**config.mk**
```make
export PLATFORM = sky130hd
export DESIGN_NAME = sar_converter_sequencer
export DESIGN_NICKNAME = d
export VERILOG_FILES = /design/src/rtl/sar_pkg.sv /design/src/rtl/sar_converter_sequencer.sv /design/src/rtl/sync3.sv
export SDC_FILE = /design/constraint.sdc
export NUM_CORES = 1
export LEC_CHECK = 0
export ABC_AREA = 1
export ABC_CLOCK_PERIOD_IN_PS = 3900
export BUFFER_PORTS_ARGS = -buffer_cell sky130_fd_sc_hd__buf_4
export CAP_MARGIN = 5
export CORE_ASPECT_RATIO = 1.75
export CORE_UTILIZATION = 45
export CTS_BUF_LIST = sky130_fd_sc_hd__clkbuf_8
export DETAILED_ROUTE_END_ITERATION = 10
export PLACE_DENSITY = 0.68
export SYNTH_ARGS = -nofsm -noshare
export SYNTH_HDL_FRONTEND = slang
export SYNTH_HIERARCHICAL = 1
export SYNTH_SLANG_ARGS = --single-unit
```
**constraint.sdc**
```tcl
create_clock -name i_sys_clk -period 3.9 [get_ports i_sys_clk]
set_input_delay 0.39 -clock i_sys_clk [delete_from_list [all_inputs] [get_ports i_sys_clk]]
set_output_delay 0.39 -clock i_sys_clk [all_outputs]
set_load 0.02 [all_outputs]
```
**src/rtl/sar_pkg.sv**
```systemverilog
// shared types and constants for the sar converter sequencer
package sar_pkg;
  localparam int          RESULT_WIDTH      = 12;
  localparam int          CHAN_WIDTH        = 3;
  localparam int          PAIR_WIDTH        = 2;
  localparam int          CLK_PERIOD_PS     = 4000;
  localparam int          CONV_TIME_US      = 15;
  // longest time rounds down
  localparam int          CONV_MAX_CYCLES   = (CONV_TIME_US * 1000000) / CLK_PERIOD_PS;
  localparam int          SAMPLE_CYCLES     = 64;
  localparam int          BIT_CYCLES        = 16;
  localparam logic [7:0]  DELAY_RESET       = 8'h00;
  localparam logic [11:0] RESULT_RESET      = 12'h000;
  localparam logic [13:0] CNT_RESET         = 14'h0000;
  localparam logic [3:0]  BIT_RESET         = 4'hb;

  typedef enum logic [1:0] {
    PREF_ANALOG_SUPPLY = 2'h0,
    PREF_EXT_PIN       = 2'h1,
    PREF_INPUT_ZERO    = 2'h2,
    PREF_INPUT_THREE   = 2'h3
  } pos_ref_t;

  typedef enum logic [1:0] {
    NREF_ANALOG_SUPPLY = 2'h0,
    NREF_INPUT_ONE     = 2'h1,
    NREF_INPUT_TWO     = 2'h2
  } neg_ref_t;

  typedef enum logic [3:0] {
    ST_IDLE   = 4'h1,
    ST_DELAY  = 4'h2,
    ST_SAMPLE = 4'h4,
    ST_CONV   = 4'h8
  } seq_state_t;

  typedef struct packed {
    logic       differential;
    logic [2:0] channel;
    pos_ref_t   pos_ref;
    neg_ref_t   neg_ref;
    logic [7:0] start_delay;
    logic       irq_enable;
    logic       ext_trig_enable;
    logic       mux_route_enable;
    logic       touch_enable;
    logic [1:0] touch_axis;
  } conv_cfg_t;

  typedef struct packed {
    logic [7:0] chan_sel;
    logic [3:0] pos_ref_sel;
    logic [2:0] neg_ref_sel;
    logic       mux_out_route;
    logic       adc_in_route;
    logic [3:0] drive_high;
    logic [3:0] drive_low;
    logic       sample_hold;
  } analog_ctl_t;
endpackage

```
**src/rtl/sar_converter_sequencer.sv**
```systemverilog
// sequencer for an eight-input successive-approximation converter
// Functional notes
// - select one of eight inputs, or one of four differential pairs
// - every conversion yields a twelve-bit result
// - conversion finishes and result is ready within fifteen microseconds
// - an external start trigger can begin a conversion
// - after a start, wait the programmed delay before sampling
// - done is pollable; interrupt raised when enabled
// - single-ended mode converts the chosen input once, then stops
// - differential mode converts the chosen pair once, then stops
// - positive reference: analog supply, reference pin, input zero or three
// - negative reference: analog supply, input one or input two
// - low-impedance drivers on inputs zero to three bias a touchscreen
// - pen-down is detected and shown to software
// - mux output and converter input can be routed to pins
`timescale 1ns/10ps
module sar_converter_sequencer #(
  parameter int RESULT_W = sar_pkg::RESULT_WIDTH
) (
  input  wire logic                i_sys_clk,
  input  wire logic                i_rst,
  input  wire sar_pkg::conv_cfg_t  i_cfg,
  input  wire logic                i_sw_start,
  input  wire logic                i_ext_trigger,
  input  wire logic                i_comparator,
  input  wire logic                i_pen_sense,
  output sar_pkg::analog_ctl_t     o_analog,
  output logic [RESULT_W-1:0]      o_result,
  output logic                     o_done,
  output logic                     o_busy,
  output logic                     o_irq,
  output logic                     o_pen_down
);

  ////////////////////////////////////////////////////////////////////////////
  // state

  typedef struct packed {
    sar_pkg::seq_state_t state;
    logic [13:0]         cnt;
    logic [3:0]          bit_idx;
    logic [11:0]         trial;
    logic [11:0]         result;
    logic                done;
    logic                trig_prev;
    logic                pen_down;
    logic                differential;
    logic [2:0]          channel;
  } seq_st_t;

  seq_st_t st_reg;
  seq_st_t st_next;

  logic trig_lvl;
  logic comp_lvl;
  logic pen_lvl;
  logic trig_rise;
  logic start_req;

  sync3 u_sync_trig (
    .i_sys_clk (i_sys_clk),
    .i_rst     (i_rst),
    .i_async   (i_ext_trigger),
    .o_level   (trig_lvl)
  );

  sync3 u_sync_pen (
    .i_sys_clk (i_sys_clk),
    .i_rst     (i_rst),
    .i_async   (i_pen_sense),
    .o_level   (pen_lvl)
  );

  // comparator is sampled directly: its bit window is long and a three-stage
  // delay would eat into it, so the sar loop allows for it in BIT_CYCLES
  assign comp_lvl  = i_comparator;

  assign trig_rise = trig_lvl & ~st_reg.trig_prev;
  assign start_req = i_sw_start | (i_cfg.ext_trig_enable & trig_rise);

  function automatic logic [7:0] onehot8(input logic [2:0] idx);
    onehot8 = 8'h01 << idx;
  endfunction

  ////////////////////////////////////////////////////////////////////////////
  // sequencer

  always_comb begin
    st_next           = st_reg;
    st_next.trig_prev = trig_lvl;
    st_next.pen_down  = i_cfg.touch_enable & pen_lvl;
    case (st_reg.state)
      sar_pkg::ST_IDLE: begin
        if (start_req) begin
          // latch selection so a late change cannot corrupt this conversion
          st_next.differential = i_cfg.differential;
          st_next.channel      = i_cfg.channel;
          st_next.done         = 1'b0;
          st_next.cnt          = {6'h00, i_cfg.start_delay};
          st_next.state        = (i_cfg.start_delay == 8'h00) ?
                                 sar_pkg::ST_SAMPLE : sar_pkg::ST_DELAY;
          if (i_cfg.start_delay == 8'h00) begin
            st_next.cnt = 14'(sar_pkg::SAMPLE_CYCLES - 1);
          end
        end
      end
      sar_pkg::ST_DELAY: begin
        if (st_reg.cnt <= 14'h0001) begin
          st_next.state = sar_pkg::ST_SAMPLE;
          st_next.cnt   = 14'(sar_pkg::SAMPLE_CYCLES - 1);
        end else begin
          st_next.cnt = st_reg.cnt - 14'h0001;
        end
      end
      sar_pkg::ST_SAMPLE: begin
        if (st_reg.cnt == 14'h0000) begin
          st_next.state   = sar_pkg::ST_CONV;
          st_next.bit_idx = sar_pkg::BIT_RESET;
          st_next.trial   = 12'h800;
          st_next.cnt     = 14'(sar_pkg::BIT_CYCLES - 1);
        end else begin
          st_next.cnt = st_reg.cnt - 14'h0001;
        end
      end
      sar_pkg::ST_CONV: begin
        if (st_reg.cnt != 14'h0000) begin
          st_next.cnt = st_reg.cnt - 14'h0001;
        end else begin
          // comparator high means input above trial: keep the bit
          st_next.trial[st_reg.bit_idx] = comp_lvl;
          st_next.cnt = 14'(sar_pkg::BIT_CYCLES - 1);
          if (st_reg.bit_idx == 4'h0) begin
            st_next.result = {st_reg.trial[11:1], comp_lvl};
            st_next.done   = 1'b1;
            st_next.state  = sar_pkg::ST_IDLE;
          end else begin
            st_next.bit_idx                    = st_reg.bit_idx - 4'h1;
            st_next.trial[st_reg.bit_idx - 4'h1] = 1'b1;
          end
        end
      end
      default: begin
        st_next.state = sar_pkg::ST_IDLE;
      end
    endcase
  end

  always_ff @(posedge i_sys_clk or posedge i_rst) begin
    if (i_rst) begin
      st_reg.state        <= sar_pkg::ST_IDLE;
      st_reg.cnt          <= sar_pkg::CNT_RESET;
      st_reg.bit_idx      <= sar_pkg::BIT_RESET;
      st_reg.trial        <= sar_pkg::RESULT_RESET;
      st_reg.result       <= sar_pkg::RESULT_RESET;
      st_reg.done         <= 1'b0;
      st_reg.trig_prev    <= 1'b0;
      st_reg.pen_down     <= 1'b0;
      st_reg.differential <= 1'b0;
      st_reg.channel      <= 3'h0;
    end else begin
      st_reg <= st_next;
    end
  end

  ////////////////////////////////////////////////////////////////////////////
  // analog controls

  logic conv_active;
  assign conv_active = (st_reg.state != sar_pkg::ST_IDLE);

  always_comb begin
    o_analog = '0;
    if (st_reg.differential) begin
      // pair n uses inputs 2n and 2n+1
      o_analog.chan_sel = onehot8({st_reg.channel[1:0], 1'b0}) |
                          onehot8({st_reg.channel[1:0], 1'b1});
    end else begin
      o_analog.chan_sel = onehot8(st_reg.channel);
    end
    o_analog.pos_ref_sel   = 4'h1 << i_cfg.pos_ref;
    case (i_cfg.neg_ref)
      sar_pkg::NREF_INPUT_ONE: o_analog.neg_ref_sel = 3'h2;
      sar_pkg::NREF_INPUT_TWO: o_analog.neg_ref_sel = 3'h4;
      default:                 o_analog.neg_ref_sel = 3'h1;
    endcase
    o_analog.mux_out_route = i_cfg.mux_route_enable;
    o_analog.adc_in_route  = i_cfg.mux_route_enable;
    if (i_cfg.touch_enable) begin
      // axis 0 biases x plates (0 high, 2 low), axis 1 biases y (1 high, 3 low)
      case (i_cfg.touch_axis)
        2'h0: begin
          o_analog.drive_high = 4'h1;
          o_analog.drive_low  = 4'h4;
        end
        2'h1: begin
          o_analog.drive_high = 4'h2;
          o_analog.drive_low  = 4'h8;
        end
        default: begin
          // pen sense: one plate pulled low, the other weakly sensed
          o_analog.drive_high = 4'h0;
          o_analog.drive_low  = 4'h8;
        end
      endcase
    end
    o_analog.sample_hold = (st_reg.state == sar_pkg::ST_SAMPLE);
  end

  assign o_result   = st_reg.result;
  assign o_done     = st_reg.done;
  assign o_busy     = conv_active;
  assign o_irq      = st_reg.done & i_cfg.irq_enable;
  assign o_pen_down = st_reg.pen_down;

  ////////////////////////////////////////////////////////////////////////////
  // checks

  logic [13:0] conv_age;
  always_ff @(posedge i_sys_clk or posedge i_rst) begin
    if (i_rst) begin
      conv_age <= 14'h0000;
    end else if (st_reg.state == sar_pkg::ST_SAMPLE || st_reg.state == sar_pkg::ST_CONV) begin
      conv_age <= conv_age + 14'h0001;
    end else begin
      conv_age <= 14'h0000;
    end
  end

  a_conv_time_bound: assert property (@(posedge i_sys_clk) disable iff (i_rst)
    conv_age <= 14'(sar_pkg::CONV_MAX_CYCLES))
    else $error("conversion exceeds time bound");

  a_start_clears_done: assert property (@(posedge i_sys_clk) disable iff (i_rst)
    (st_reg.state == sar_pkg::ST_IDLE && start_req) |=> !o_done && o_busy)
    else $error("start did not clear done");

  a_result_held: assert property (@(posedge i_sys_clk) disable iff (i_rst)
    (!o_busy && !$rose(o_done)) |=> $stable(o_result) || $rose(o_done))
    else $error("result changed while idle");

  a_stop_after_one: assert property (@(posedge i_sys_clk) disable iff (i_rst)
    $rose(o_done) |-> !o_busy)
    else $error("converter did not stop");

  a_irq_gating: assert property (@(posedge i_sys_clk) disable iff (i_rst)
    o_irq == (o_done && i_cfg.irq_enable))
    else $error("interrupt gating wrong");

  a_delay_wait: assert property (@(posedge i_sys_clk) disable iff (i_rst)
    (st_reg.state == sar_pkg::ST_IDLE && start_req && i_cfg.start_delay == 8'h02)
    |=> !o_analog.sample_hold ##1 !o_analog.sample_hold ##1 o_analog.sample_hold)
    else $error("start delay not honoured");

  a_ext_trigger: assert property (@(posedge i_sys_clk) disable iff (i_rst)
    (st_reg.state == sar_pkg::ST_IDLE && i_cfg.ext_trig_enable && trig_rise) |=> o_busy)
    else $error("trigger ignored");

  a_diff_pair: assert property (@(posedge i_sys_clk) disable iff (i_rst)
    (o_busy && st_reg.differential) |-> $countones(o_analog.chan_sel) == 2)
    else $error("differential pair not selected");

  a_single_chan: assert property (@(posedge i_sys_clk) disable iff (i_rst)
    (o_busy && !st_reg.differential) |-> $onehot(o_analog.chan_sel))
    else $error("single channel not one-hot");

  a_pen_report: assert property (@(posedge i_sys_clk) disable iff (i_rst)
    !i_cfg.touch_enable |=> !o_pen_down)
    else $error("pen-down shown while touch off");

  a_done_hold: assert property (@(posedge i_sys_clk) disable iff (i_rst)
    (o_done && !(st_reg.state == sar_pkg::ST_IDLE && start_req)) |=> o_done)
    else $error("done dropped without a start");

  a_end_with_done: assert property (@(posedge i_sys_clk) disable iff (i_rst)
    $fell(o_busy) |-> o_done)
    else $error("conversion ended without done");

  a_pos_ref_onehot: assert property (@(posedge i_sys_clk) disable iff (i_rst)
    $onehot(o_analog.pos_ref_sel))
    else $error("positive reference not one-hot");

  a_neg_ref_onehot: assert property (@(posedge i_sys_clk) disable iff (i_rst)
    $onehot(o_analog.neg_ref_sel))
    else $error("negative reference not one-hot");

  a_drive_off: assert property (@(posedge i_sys_clk) disable iff (i_rst)
    !i_cfg.touch_enable |-> (o_analog.drive_high | o_analog.drive_low) == 4'h0)
    else $error("touch driver on while touch off");

  a_drive_clash: assert property (@(posedge i_sys_clk) disable iff (i_rst)
    (o_analog.drive_high & o_analog.drive_low) == 4'h0)
    else $error("touch plate driven both ways");

  c_single_conv: cover property (@(posedge i_sys_clk) disable iff (i_rst)
    $rose(o_done) && !st_reg.differential);
  c_diff_conv: cover property (@(posedge i_sys_clk) disable iff (i_rst)
    $rose(o_done) && st_reg.differential);
  c_ext_start: cover property (@(posedge i_sys_clk) disable iff (i_rst)
    i_cfg.ext_trig_enable && trig_rise && !o_busy);
  c_pen_down: cover property (@(posedge i_sys_clk) disable iff (i_rst) $rose(o_pen_down));
  c_touch_bias: cover property (@(posedge i_sys_clk) disable iff (i_rst)
    i_cfg.touch_enable && i_cfg.touch_axis == 2'h1 && o_pen_down);
endmodule

```
**src/rtl/sync3.sv**
```systemverilog
// three-stage synchroniser with agreement filter
`timescale 1ns/10ps
module sync3 (
  input  wire logic i_sys_clk,
  input  wire logic i_rst,
  input  wire logic i_async,
  output logic      o_level
);
  typedef struct packed {
    logic s1;
    logic s2;
    logic s3;
    logic lvl;
  } sync_st_t;

  sync_st_t st_reg;
  sync_st_t st_next;

  always_comb begin
    st_next     = st_reg;
    st_next.s1  = i_async;
    st_next.s2  = st_reg.s1;
    st_next.s3  = st_reg.s2;
    // only s2 and s3 are compared, s1 may be metastable
    if (st_reg.s2 == st_reg.s3) begin
      st_next.lvl = st_reg.s3;
    end
  end

  always_ff @(posedge i_sys_clk or posedge i_rst) begin
    if (i_rst) begin
      st_reg <= '0;
    end else begin
      st_reg <= st_next;
    end
  end

  assign o_level = st_reg.lvl;
endmodule

```
## Yosys cells after proc, flatten, opt, wreduce, memory -nomap -nowiden

Index checks and enable logic that the tools add are counted.

| operators by class | value |
|---|---|
| add/sub/neg operators | 2 |
| $lt $le $gt $ge | 5 |
| equality and inequality tests | 16 |
| shift-type cells | 4 |
| multiplexer cells | 28 |
| bitwise gates (word level) | 9 |
| reductions and logical operators | 17 |

Operators by type and width:

| cell | count |
|---|---|
| one-hot mux 14 bit (4 select lines) | 1 |
| two-way mux 14 bit | 3 |
| two-way mux 16 bit | 2 |
| one-hot mux 16 bit (2 select lines) | 1 |
| two-way mux 29 bit | 1 |
| left shift 1 x 3 -> 8 bit, first input constant | 3 |
| two-way mux 18 bit | 1 |
| two-way mux 4 bit | 4 |
| two-way mux 8 bit | 2 |
| one-hot mux 4 bit (4 select lines) | 1 |
| less-or-equal comparator 14 x 1 -> 1 bit, second input constant | 1 |
| logical NOT 14 bit | 1 |
| nonzero test 14 bit | 1 |
| subtractor 14 x 1 -> 14 bit, second input constant | 1 |
| two-way mux 13 bit | 1 |
| bitwise mux 12 bit | 1 |
| OR 12 bit | 1 |
| one-hot mux 6 bit (2 select lines) | 1 |
| < comparator 4 x 5 -> 1 bit, second input constant | 2 |
| != test 2 bit, second input constant | 5 |
| demux 1 bit (select 4 bit) | 2 |
| >= comparator 4 x 1 -> 1 bit, second input constant | 2 |
| logical NOT 8 bit | 1 |
| OR 8 bit | 1 |
| 28 further kinds | 41 |

| storage, ports and cells | value |
|---|---|
| bits in registers | 61 |
| input bits | 28 |

## Logic depth before layout (Yosys ltp)

Gate-level depths: netlist (run 1).

| logic depth | value |
|---|---|
| depth in word-level cells | 9 |
| gate-level depth with buffers | 12 |

## Hierarchy

Netlist (run 1), hierarchy kept.

Modules (own cells, without submodules):

| module | instances | cells each | area each (um^2) | sequential area each (um^2) |
|---|---|---|---|---|
| sar_converter_sequencer | 1 | 483 | 3407.0 | 1306.3 |
| sync3 | 2 | 9 | 120.1 | 100.1 |

## Worst setup path after synthesis (run 1)

Ideal clock, no wire load.

| timing path | value |
|---|---|
| path kind | input to output |
| start point | in i_cfg[1] in the netlist's numbering |
| end point | out o_analog[5] in the netlist's numbering |
| arrival | 1.195 ns |
| data required time | 3.510 ns |
| setup slack | 2.315 ns |
| cell stages on the path | 2 |
| cell sequence | nor3_1 -> buf_4 |

RTL lines:

| element | line | text |
|---|---|---|
| start: declaration | sar_converter_sequencer.sv:22 | `input wire sar_pkg::conv_cfg_t i_cfg,` |
| end: declaration | sar_converter_sequencer.sv:27 | `output sar_pkg::analog_ctl_t o_analog,` |

==> results of run 1 <==
## cell families (layout without fill, tap and decap cells)
group	Yosys count	after routing	share of synthesized area [%]
adders and majority gates	5	5	1.72
xor gates and xnor gates	5	5	1.20
other	1	4	0.103
DFF	60	60	41.3
buffers and inverters	93	151	12.0
and+or+nand+nor	263	263	31.6
AOI/OAI and AO/OA	74	74	12.0
## metrics by stage
step	utilization, %	setup WS (ns)	instances	cell area [sq um]	power, W
after floorplan	-	2.26	504	3660	0.00170
after global placement	51.5	2.11	635	4070	0.00198
after detailed placement	51.5	2.04	635	4070	0.00200
after CTS	54.4	1.99	652	4300	0.00263
after global routing	54.4	1.83	652	4300	0.00280
final	54.4	1.99	652	4300	0.00260
## how the worst max path moves through the flow
stage	from	end	slack (ns)	cells past startpoint
floorplan	i_rst	o_done	2.26	1
global placement	st_reg[50]	st_reg[36]	2.11	8
global route	st_reg[35]	st_reg[24]	1.83	7
CTS	st_reg[50]	o_analog[0]	1.99	4
detailed placement	st_reg[35]	st_reg[29]	2.04	7
finish	st_reg[50]	o_analog[0]	1.99	4
## metal layers
| metal | wire, microns | vias to the layer above |
|---|---|---|
| li1 | - | 1668 |
| met1 | 2990 | 1539 |
| met3 | 239 | 21 |
| met5 | 0 | - |
| met2 | 4580 | 68 |
| met4 | 281 | 0 |
## area by class of cell
class,count,area share [%]
Multi-Input combinational cell,351,39.8
Timing Repair Buffer,64,11.2
Tap cell,90,2.62
Sequential cell,60,35.0
Clock buffer,13,4.16
Inverter,71,6.19
Clock inverter,3,0.989
## synthesized netlist by cell type (2+ instances only)
library cell | n | area [sq um]
sky130_fd_sc_hd__nand2_1 | 133 | 499
sky130_fd_sc_hd__nor2_1 | 77 | 289
sky130_fd_sc_hd__inv_1 | 70 | 263
sky130_fd_sc_hd__dfrtp_1 | 56 | 1400
sky130_fd_sc_hd__o21ai_0 | 34 | 170
sky130_fd_sc_hd__nand3_1 | 26 | 130
sky130_fd_sc_hd__buf_4 | 20 | 150
sky130_fd_sc_hd__a21oi_1 | 12 | 60.1
sky130_fd_sc_hd__o22ai_1 | 11 | 68.8
sky130_fd_sc_hd__o21ai_2 | 10 | 87.6
sky130_fd_sc_hd__ha_1 | 5 | 62.6
sky130_fd_sc_hd__nor2_4 | 5 | 56.3
sky130_fd_sc_hd__dfstp_2 | 4 | 105
sky130_fd_sc_hd__nand3_2 | 4 | 40.0
sky130_fd_sc_hd__nor2_2 | 4 | 25.0
sky130_fd_sc_hd__xor2_1 | 4 | 35.0
sky130_fd_sc_hd__nand2_2 | 3 | 18.8
sky130_fd_sc_hd__nor3_1 | 3 | 15.0
sky130_fd_sc_hd__a31oi_1 | 2 | 12.5
sky130_fd_sc_hd__buf_6 | 2 | 22.5
sky130_fd_sc_hd__nand3_4 | 2 | 35.0
sky130_fd_sc_hd__nand3b_1 | 2 | 15.0
sky130_fd_sc_hd__nand4_1 | 2 | 12.5
## power groups by stage
stage	clock network, W	logic, W	registers [W]
floorplan	0	0.000863	0.000836
global placement	0	0.00113	0.000851
detailed placement	0	0.00115	0.000859
CTS	0.000629	0.00115	0.000849
global route	0.000650	0.00129	0.000862
finish	0.000612	0.00114	0.000850
## repair_timing
item | CTS | global route
hold buffers | 1 | 0
setup endpoints to repair | 0 | 0
endpoints found under the hold margin | 8 | 0
## worst register-to-register path: stages (launching register included)
cell and delay, ns:
sky130_fd_sc_hd__dfrtp_1 0.46, sky130_fd_sc_hd__inv_1 0.13, sky130_fd_sc_hd__ha_1 0.15, sky130_fd_sc_hd__nand2_1 0.07, sky130_fd_sc_hd__nor2_1 0.14, sky130_fd_sc_hd__nand2_2 0.14
sky130_fd_sc_hd__a21oi_1 0.48, sky130_fd_sc_hd__o21ai_0 0.16
==> metrics.log, run 1 <==
INFO  metric crit_required = 3.51 ns
INFO  metric peakVddDrop = 496 uV
INFO  metric busiest_layer = met2
INFO  metric setup_violations = 0
INFO  metric holdCritPathClass = in2reg
INFO  metric area_growth_from_synthesis_to_layout = 18.0%
INFO  metric number_of_global_route_vias_before_repair = roughly 3200
INFO  metric regArea = 1510 sq um
INFO  metric post_cts_resized = 0
INFO  metric switching_power = around 0.0011 W
INFO  metric numCtsBuffers = 9
INFO  metric largest_register_ff_count = 38
INFO  metric status = completed
INFO  metric final-hold-violation-count = 0
INFO  metric pre_repair_dr_iteration_count = 4
INFO  metric slew_at_the_pin_with_the_worst_max_slew_slack = 0.670 ns
INFO  metric coreArea = 7910 sq um
INFO  metric grt_setup_unrepaired = no
INFO  metric power.share.switching = around 43%
INFO  metric clock_tree_from_tritoncts = yes
INFO  metric antenna_violations_before_repair = 0
INFO  metric top_level_ports = 70
INFO  metric dieHeight = approximately 120 microns
INFO  metric worstHoldStart = i_pen_sense
INFO  metric yosysUniqueCellTypes = 33
INFO  metric most_common_cell_after_layout_fill_and_taps_aside = sky130_fd_sc_hd__nand2_1
INFO  metric post_route_cells_drive_above_1_share = 20.5%
INFO  metric ys_warn_count = 6
INFO  metric p_seq_share = 32.6%
INFO  metric timing.final.max_slew_violations = 0
INFO  metric crit_path_end_kind = output pin
INFO  metric gr-usage-all-layers = approximately a fifth
INFO  metric n_fill_cell = 768
INFO  metric maximum_clock_rate = about 520 MHz
INFO  metric grtUsageMet1 = 20.5%
INFO  metric post-cts-setup-buffers = 0
INFO  metric critical-path-slowest-cell = sky130_fd_sc_hd__dfrtp_1
INFO  metric synthesis.area_per_instance = 7.28 sq um
INFO  metric initial_core_util = between 40% and 50%
INFO  metric power_report.internal_total = 0.00149 W
INFO  metric dp_hpwl = 6.23 mm
INFO  metric hold_path_end = u_sync_pen/st_next[2]
INFO  metric multi_input_area = about 1700 sq um
INFO  metric route.final.wire_length = 8.09 mm
INFO  metric detailroute.via_count = 3296
INFO  metric startpoint_type = flop
INFO  metric synth_top_flop_cell = sky130_fd_sc_hd__dfrtp_1
INFO  metric synth-edff-count = 0
INFO  metric critical_path_type = reg2out
INFO  metric final.setup.tns = 0 ns
INFO  metric clk_pin_slew_worst_paths = 0.07 ns
INFO  metric synthesis.area = roughly 3600 sq um
INFO  metric rrSetupSlack = ~2 ns
INFO  metric asyncSetResetFlopFracSynth = 100%
INFO  metric drt_drc_violations_left = 0
INFO  metric die_width = 70.1 microns
INFO  metric wl_per_cell = about 12 microns
INFO  metric critical_path.cell_chain = inv_1 -> nand2_1 -> nor2_1 -> buf_4
INFO  metric worstRegToRegCells = 7
INFO  metric globalRoute.totalOverflow = 0
INFO  metric top_family_by_delay_on_critical_path = flip-flops
INFO  metric worst_skew_pair.late_latency = between 0.3 and 0.4 ns
INFO  metric antennaDiodeCount = 0
INFO  metric leakagePower = 2.28 nW
INFO  metric grt_first_pass_wirelength = ~14 mm
INFO  metric clock_sink_count = 60
INFO  metric ys_seq_area_share = 41.3%
INFO  metric first_iter_violations = 166
INFO  metric max_slew_headroom = 55.3%
INFO  metric floorplan.rows = 43
INFO  metric bufs_on_longest_clock_path = 2
INFO  metric r2r_end = st_reg[29]
INFO  metric most-common-layout-cells = sky130_fd_sc_hd__nand2_1 (133), sky130_fd_sc_hd__nor2_1 (77), sky130_fd_sc_hd__inv_1 (69)
INFO  metric postRouteAntennaNets = 0
INFO  metric grt.met3_usage = 4.24%
INFO  metric period_needed = about 1.9 ns
INFO  metric gp_congestion = approximately 0.91
INFO  metric ys_seq_elements = 60
INFO  metric numPortBuffers = 62
INFO  metric clock_tree.htree_level_count = 3
INFO  metric finalCritPeriodShare = 49.0%
INFO  metric p_per_area = about 610 nW/um^2
INFO  metric worst_path_largest_cell_delay = 0.43 ns
INFO  metric critical_path_data_arrival_time = 1.52 ns
INFO  metric post_drt_via_cell_ratio = roughly 5.1
INFO  metric syn_inst = 501
INFO  metric largest_net_degree_at_the_start_of_global_routing = 53
INFO  metric critical_path_peak_fanout = 4
INFO  metric drv.max_cap_violation_count = 0
INFO  metric combPwrFrac = 43.9%
INFO  metric r2r-start = st_reg[35]
INFO  metric portion_of_total_power_attributed_to_the_clock_network = 23.5%
INFO  metric hold_ws = 0.146 ns
INFO  metric hold-path-cell-count = 1
INFO  metric final_nets = 590
INFO  metric global_route.usage.met2 = 39.1%
INFO  metric design.die.area = 8480 sq um
INFO  metric final.setup_skew = 0.00363 ns
INFO  metric crit_buf_inv = 2
INFO  metric clock_tree.root_cell = sky130_fd_sc_hd__clkbuf_8
No activity file was read; power rests on OpenSTA's default activity.
==> inputs of run 2 (changes only) <==
- ABC_AREA: 1 -> 0
- ABC_CLOCK_PERIOD_IN_PS: 3900 -> 2000
- PLACE_DENSITY: 0.68 -> 0.69
- clock period: 3.9 -> 2 ns (I/O delays scaled with it)
==> run 2 against run 1 <==
Clock skew grew 0.0027 ns. Utilization grew 6.9 points. Cell count shrank 16%. Power shrank 1.1%. Routed wire length shrank 0.26%. Largest cell class unchanged. Highest routed layer unchanged. Critical endpoint is now o_result[1].
==> metrics.log, run 2 <==
INFO  metric status = completed (unchanged)
INFO  metric first_iter_violations = 139 (was 166)
INFO  metric startpoint_type = flop (unchanged)
INFO  metric top_level_ports = 70 (unchanged)
INFO  metric final.setup_skew = 0.00636 ns (was 0.00363 ns)
INFO  metric crit_path_end_kind = flop (was output pin)
INFO  metric coreArea = 7280 sq um (was 7910 sq um)
INFO  metric critical_path_type = reg2reg (was reg2out)
INFO  metric largest_net_degree_at_the_start_of_global_routing = 30 (was 53)
INFO  metric multi_input_area = 1720 sq um (was 1710 sq um)
INFO  metric grt_first_pass_wirelength = 13.5 mm (was 13.9 mm)
INFO  metric drt_drc_violations_left = 0 (unchanged)
INFO  metric clock_tree_from_tritoncts = yes (unchanged)
INFO  metric worst_path_largest_cell_delay = 0.58 ns (was 0.43 ns)
INFO  metric syn_inst = 369 (was 501)
INFO  metric final_design_instance_area_without_fill = 4470 sq um (was 4300 sq um)
INFO  metric globalRoute.totalOverflow = 0 (unchanged)
INFO  metric clk_pin_slew_worst_paths = 0.07 ns (about the same)
INFO  metric gp_congestion = 0.913 (was 0.908)
INFO  metric numPortBuffers = 62 (unchanged)
INFO  metric p_per_area = 577 nW/um^2 (was 605 nW/um^2)
INFO  metric ys_seq_area_share = 44.0% (was 41.3%)
INFO  metric most_common_cell_after_layout_fill_and_taps_aside = sky130_fd_sc_hd__buf_4 (was sky130_fd_sc_hd__nand2_1)
INFO  metric yosysUniqueCellTypes = 56 (was 33)
INFO  metric drv.max_cap_violation_count = 0 (unchanged)
INFO  metric pre_repair_dr_iteration_count = 5 (was 4)
INFO  metric clock_tree.htree_level_count = 3 (unchanged)
INFO  metric antennaDiodeCount = 0 (unchanged)
INFO  metric max_slew_headroom = 60.9% (was 55.3%)
INFO  metric n_fill_cell = 635 (was 768)
INFO  metric numCtsBuffers = 9 (unchanged)
INFO  metric area_share_of_the_largest_cell_type_after_synthesis = 40.9% (was 38.4%)
INFO  metric asyncSetResetFlopFracSynth = 100% (unchanged)
INFO  metric critical_path.cell_chain = or4b_4 -> nor3_4 -> nand2_2 -> nor2_4 -> buf_12 -> mux2_2 (was inv_1 -> nand2_1 -> nor2_1 -> buf_4)
INFO  metric final-hold-violation-count = 0 (unchanged)
INFO  metric detailroute.via_count = 2976 (was 3296)
INFO  metric holdCritPathClass = in2reg (unchanged)
INFO  metric synth-edff-count = 0 (unchanged)
INFO  metric critical_path_peak_fanout = 13 (was 4)
INFO  metric area_growth_from_synthesis_to_layout = 30.4% (was 18.0%)
INFO  metric gr-usage-all-layers = 22.4% (was 20.8%)
INFO  metric synthTopCellsByCount = sky130_fd_sc_hd__dfrtp_1 (56), sky130_fd_sc_hd__o21ai_0 (37), sky130_fd_sc_hd__nor2_1 (34), sky130_fd_sc_hd__nand2_1 (27) (was sky130_fd_sc_hd__nand2_1 (133), sky130_fd_sc_hd__nor2_1 (77), sky130_fd_sc_hd__inv_1 (70), sky130_fd_sc_hd__dfrtp_1 (56), sky130_fd_sc_hd__o21ai_0 (34))
INFO  metric hold_ws = 0.0702 ns (was 0.146 ns)
INFO  metric synthesis.area_per_instance = 9.28 sq um (was 7.28 sq um)
INFO  metric route.final.wire_length = 8.07 mm (was 8.09 mm)
INFO  metric critical_path_data_arrival_time = 2.16 ns (was 1.52 ns)
INFO  metric crit_required = 2.24 ns (was 3.51 ns)
INFO  metric synthesis.area = 3430 sq um (was 3650 sq um)
INFO  metric final_nets = 488 (was 590)
INFO  metric detailed_place.area = 4130 sq um (was 4070 sq um)
INFO  metric bufs_on_longest_clock_path = 2 (unchanged)
INFO  metric synth.top_cells.by_area = sky130_fd_sc_hd__dfrtp_1 (41%), sky130_fd_sc_hd__o21ai_0 (5.4%), sky130_fd_sc_hd__mux2_2 (5.3%) (was sky130_fd_sc_hd__dfrtp_1 (38%), sky130_fd_sc_hd__nand2_1 (14%), sky130_fd_sc_hd__nor2_1 (7.9%))
INFO  metric floorplan.rows = 41 (was 43)
INFO  metric design_power_total = 0.00258 W (was 0.00260 W)
INFO  metric design.die.area = 7980 sq um (was 8480 sq um)
INFO  metric leakagePower = 2.04 nW (was 2.28 nW)
INFO  metric postRouteAntennaNets = 0 (unchanged)
INFO  metric timing.final.max_slew_violations = 0 (unchanged)
INFO  metric largest_register_ff_count = 38 (unchanged)
INFO  metric critical-path-slowest-cell = sky130_fd_sc_hd__or4b_4 (was sky130_fd_sc_hd__dfrtp_1)
INFO  metric period_needed = 1.92 ns
INFO  metric dieHeight = 117 microns (was 121 microns)
INFO  metric regArea = 1510 sq um (unchanged)
INFO  metric clock_tree.root_cell = sky130_fd_sc_hd__clkbuf_8 (unchanged)
INFO  metric clock_sink_count = 60 (unchanged)
INFO  metric most-common-layout-cells = sky130_fd_sc_hd__buf_4 (104), sky130_fd_sc_hd__dfrtp_1 (56), sky130_fd_sc_hd__o21ai_0 (36) (was sky130_fd_sc_hd__nand2_1 (133), sky130_fd_sc_hd__nor2_1 (77), sky130_fd_sc_hd__inv_1 (69))
INFO  metric die_width = 68.0 microns (was 70.1 microns)
INFO  metric dp_hpwl = 6.08 mm (was 6.23 mm)
INFO  metric peakVddDrop = 425 uV (was 496 uV)
INFO  metric worst_skew_pair.late_latency = 0.36 ns (was 0.35 ns)
INFO  metric post_route_cells_drive_above_1_share = 35.7% (was 20.5%)
INFO  metric number_of_global_route_vias_before_repair = 3007 (was 3244)
INFO  metric finalCritPeriodShare = between 90% and 100%
INFO  metric slew_at_the_pin_with_the_worst_max_slew_slack = 0.582 ns (was 0.670 ns)
INFO  metric synth.largest_area_cell = sky130_fd_sc_hd__dfrtp_1 (unchanged)
INFO  metric setup_violations = 0 (unchanged)
INFO  metric synth_top_flop_cell = sky130_fd_sc_hd__dfrtp_1 (unchanged)
INFO  metric antenna_violations_before_repair = 0 (unchanged)
INFO  metric grt_setup_unrepaired = yes (was no)
INFO  metric maximum_clock_rate = 521 MHz
INFO  metric initial_core_util = 47.0% (was 46.1%)
INFO  metric crit_buf_inv = 1 (was 2)
INFO  metric synthMostInstantiatedCell = sky130_fd_sc_hd__dfrtp_1 (was sky130_fd_sc_hd__nand2_1)
INFO  metric ys_seq_elements = 60 (unchanged)
INFO  metric top_family_by_delay_on_critical_path = simple AND/OR/NAND/NOR gates (was flip-flops)
INFO  metric ys_warn_count = 6 (unchanged)
INFO  metric wl_per_cell = 14.8 microns (was 12.4 microns)
INFO  metric post_drt_via_cell_ratio = 5.45 (was 5.06)
-- run 2: changes by cell type after synthesis, sizes merged, moves of 10 or more --
cell | previous run | this run
clkbuf | 0 | 11
inv | 71 | 13
mux2 | 0 | 16
nand2 | 137 | 27
nand3 | 32 | 6
nor2 | 86 | 35
nor3 | 3 | 21
o22ai | 11 | 1
-- run 2: layout make-up --
class	instances	area share, %
Clock buffer	9	2.77
Clock inverter	7	2.05
Inverter	13	1.09
Multi-Input combinational cell	261	38.4
Sequential cell	60	33.7
Tap cell	86	2.41
Timing Repair Buffer	110	19.5
-- run 2: final timing paths --
| kind | startpoint | depth (start not counted) | slack (ns) | to |
|---|---|---|---|---|
| max in group asynchronous | i_rst | 4 | 0.89 | st_reg[32] |
| worst min register to register | u_sync_pen/st_next[2] | 0 | 0.35 | u_sync_pen/st_next[1] |
| worst min-delay path | i_cfg[2] | 2 | 0.07 | o_pen_down |
| worst max-delay path | st_reg[49] | 6 | 0.08 | o_result[1] |
| min in group asynchronous | i_rst | 3 | 0.33 | u_sync_trig/st_next[1] |
| worst max register to register | st_reg[49] | 6 | 0.08 | o_result[1] |
-- run 2: kinds of logic after synthesis --
kind of cell	Yosys count	share of synthesized area, %
flops	60	44.0
compound gates	93	16.8
buf+inv	51	8.95
mux	19	6.14
other cells	1	0.109
fa+ha+maj	7	2.48
xor+xnor	4	1.02
simple gates	134	20.5
-- run 2: metal layers --
layer	track usage, %	wire length (microns)	up-vias
li1	-	-	1455
met1	24.5	3080	1449
met2	38.9	4530	60
met3	4.18	242	12
met4	11.1	210	0
met5	0	0	-
-- run 2: timing repair --
item                                    in CTS  in global routing
buffers inserted                             0                  1
pin swaps                                    0                  1
gates resized for setup                      2                 12
endpoints found under the setup margin      12                 20
hold buffers                                 3                  0
endpoints found under the hold margin       33                  0
-- run 2: power by group --
| group | internal, W | total, W | switching, W |
|---|---|---|---|
| Sequential | 0.00123 | 0.00123 | 0.00000601 |
| Combinational | 0.0000690 | 0.000147 | 0.0000784 |
| Clock | 0.000695 | 0.00119 | 0.000499 |
| Total | 0.00199 | 0.00258 | 0.000583 |
-- run 2: metrics by stage --
step | TNS (ns) | utilization [%] | setup WS, ns | std cells
after floorplan | -1.04 | - | -0.100 | 372
after global placement | 0 | 56.7 | 0.00950 | 526
after detailed placement | -0.203 | 56.7 | -0.0246 | 526
after CTS | 0 | 60.2 | 0.0437 | 545
after global routing | -0.0199 | 61.3 | -0.00962 | 546
final | 0 | 61.3 | 0.0816 | 546
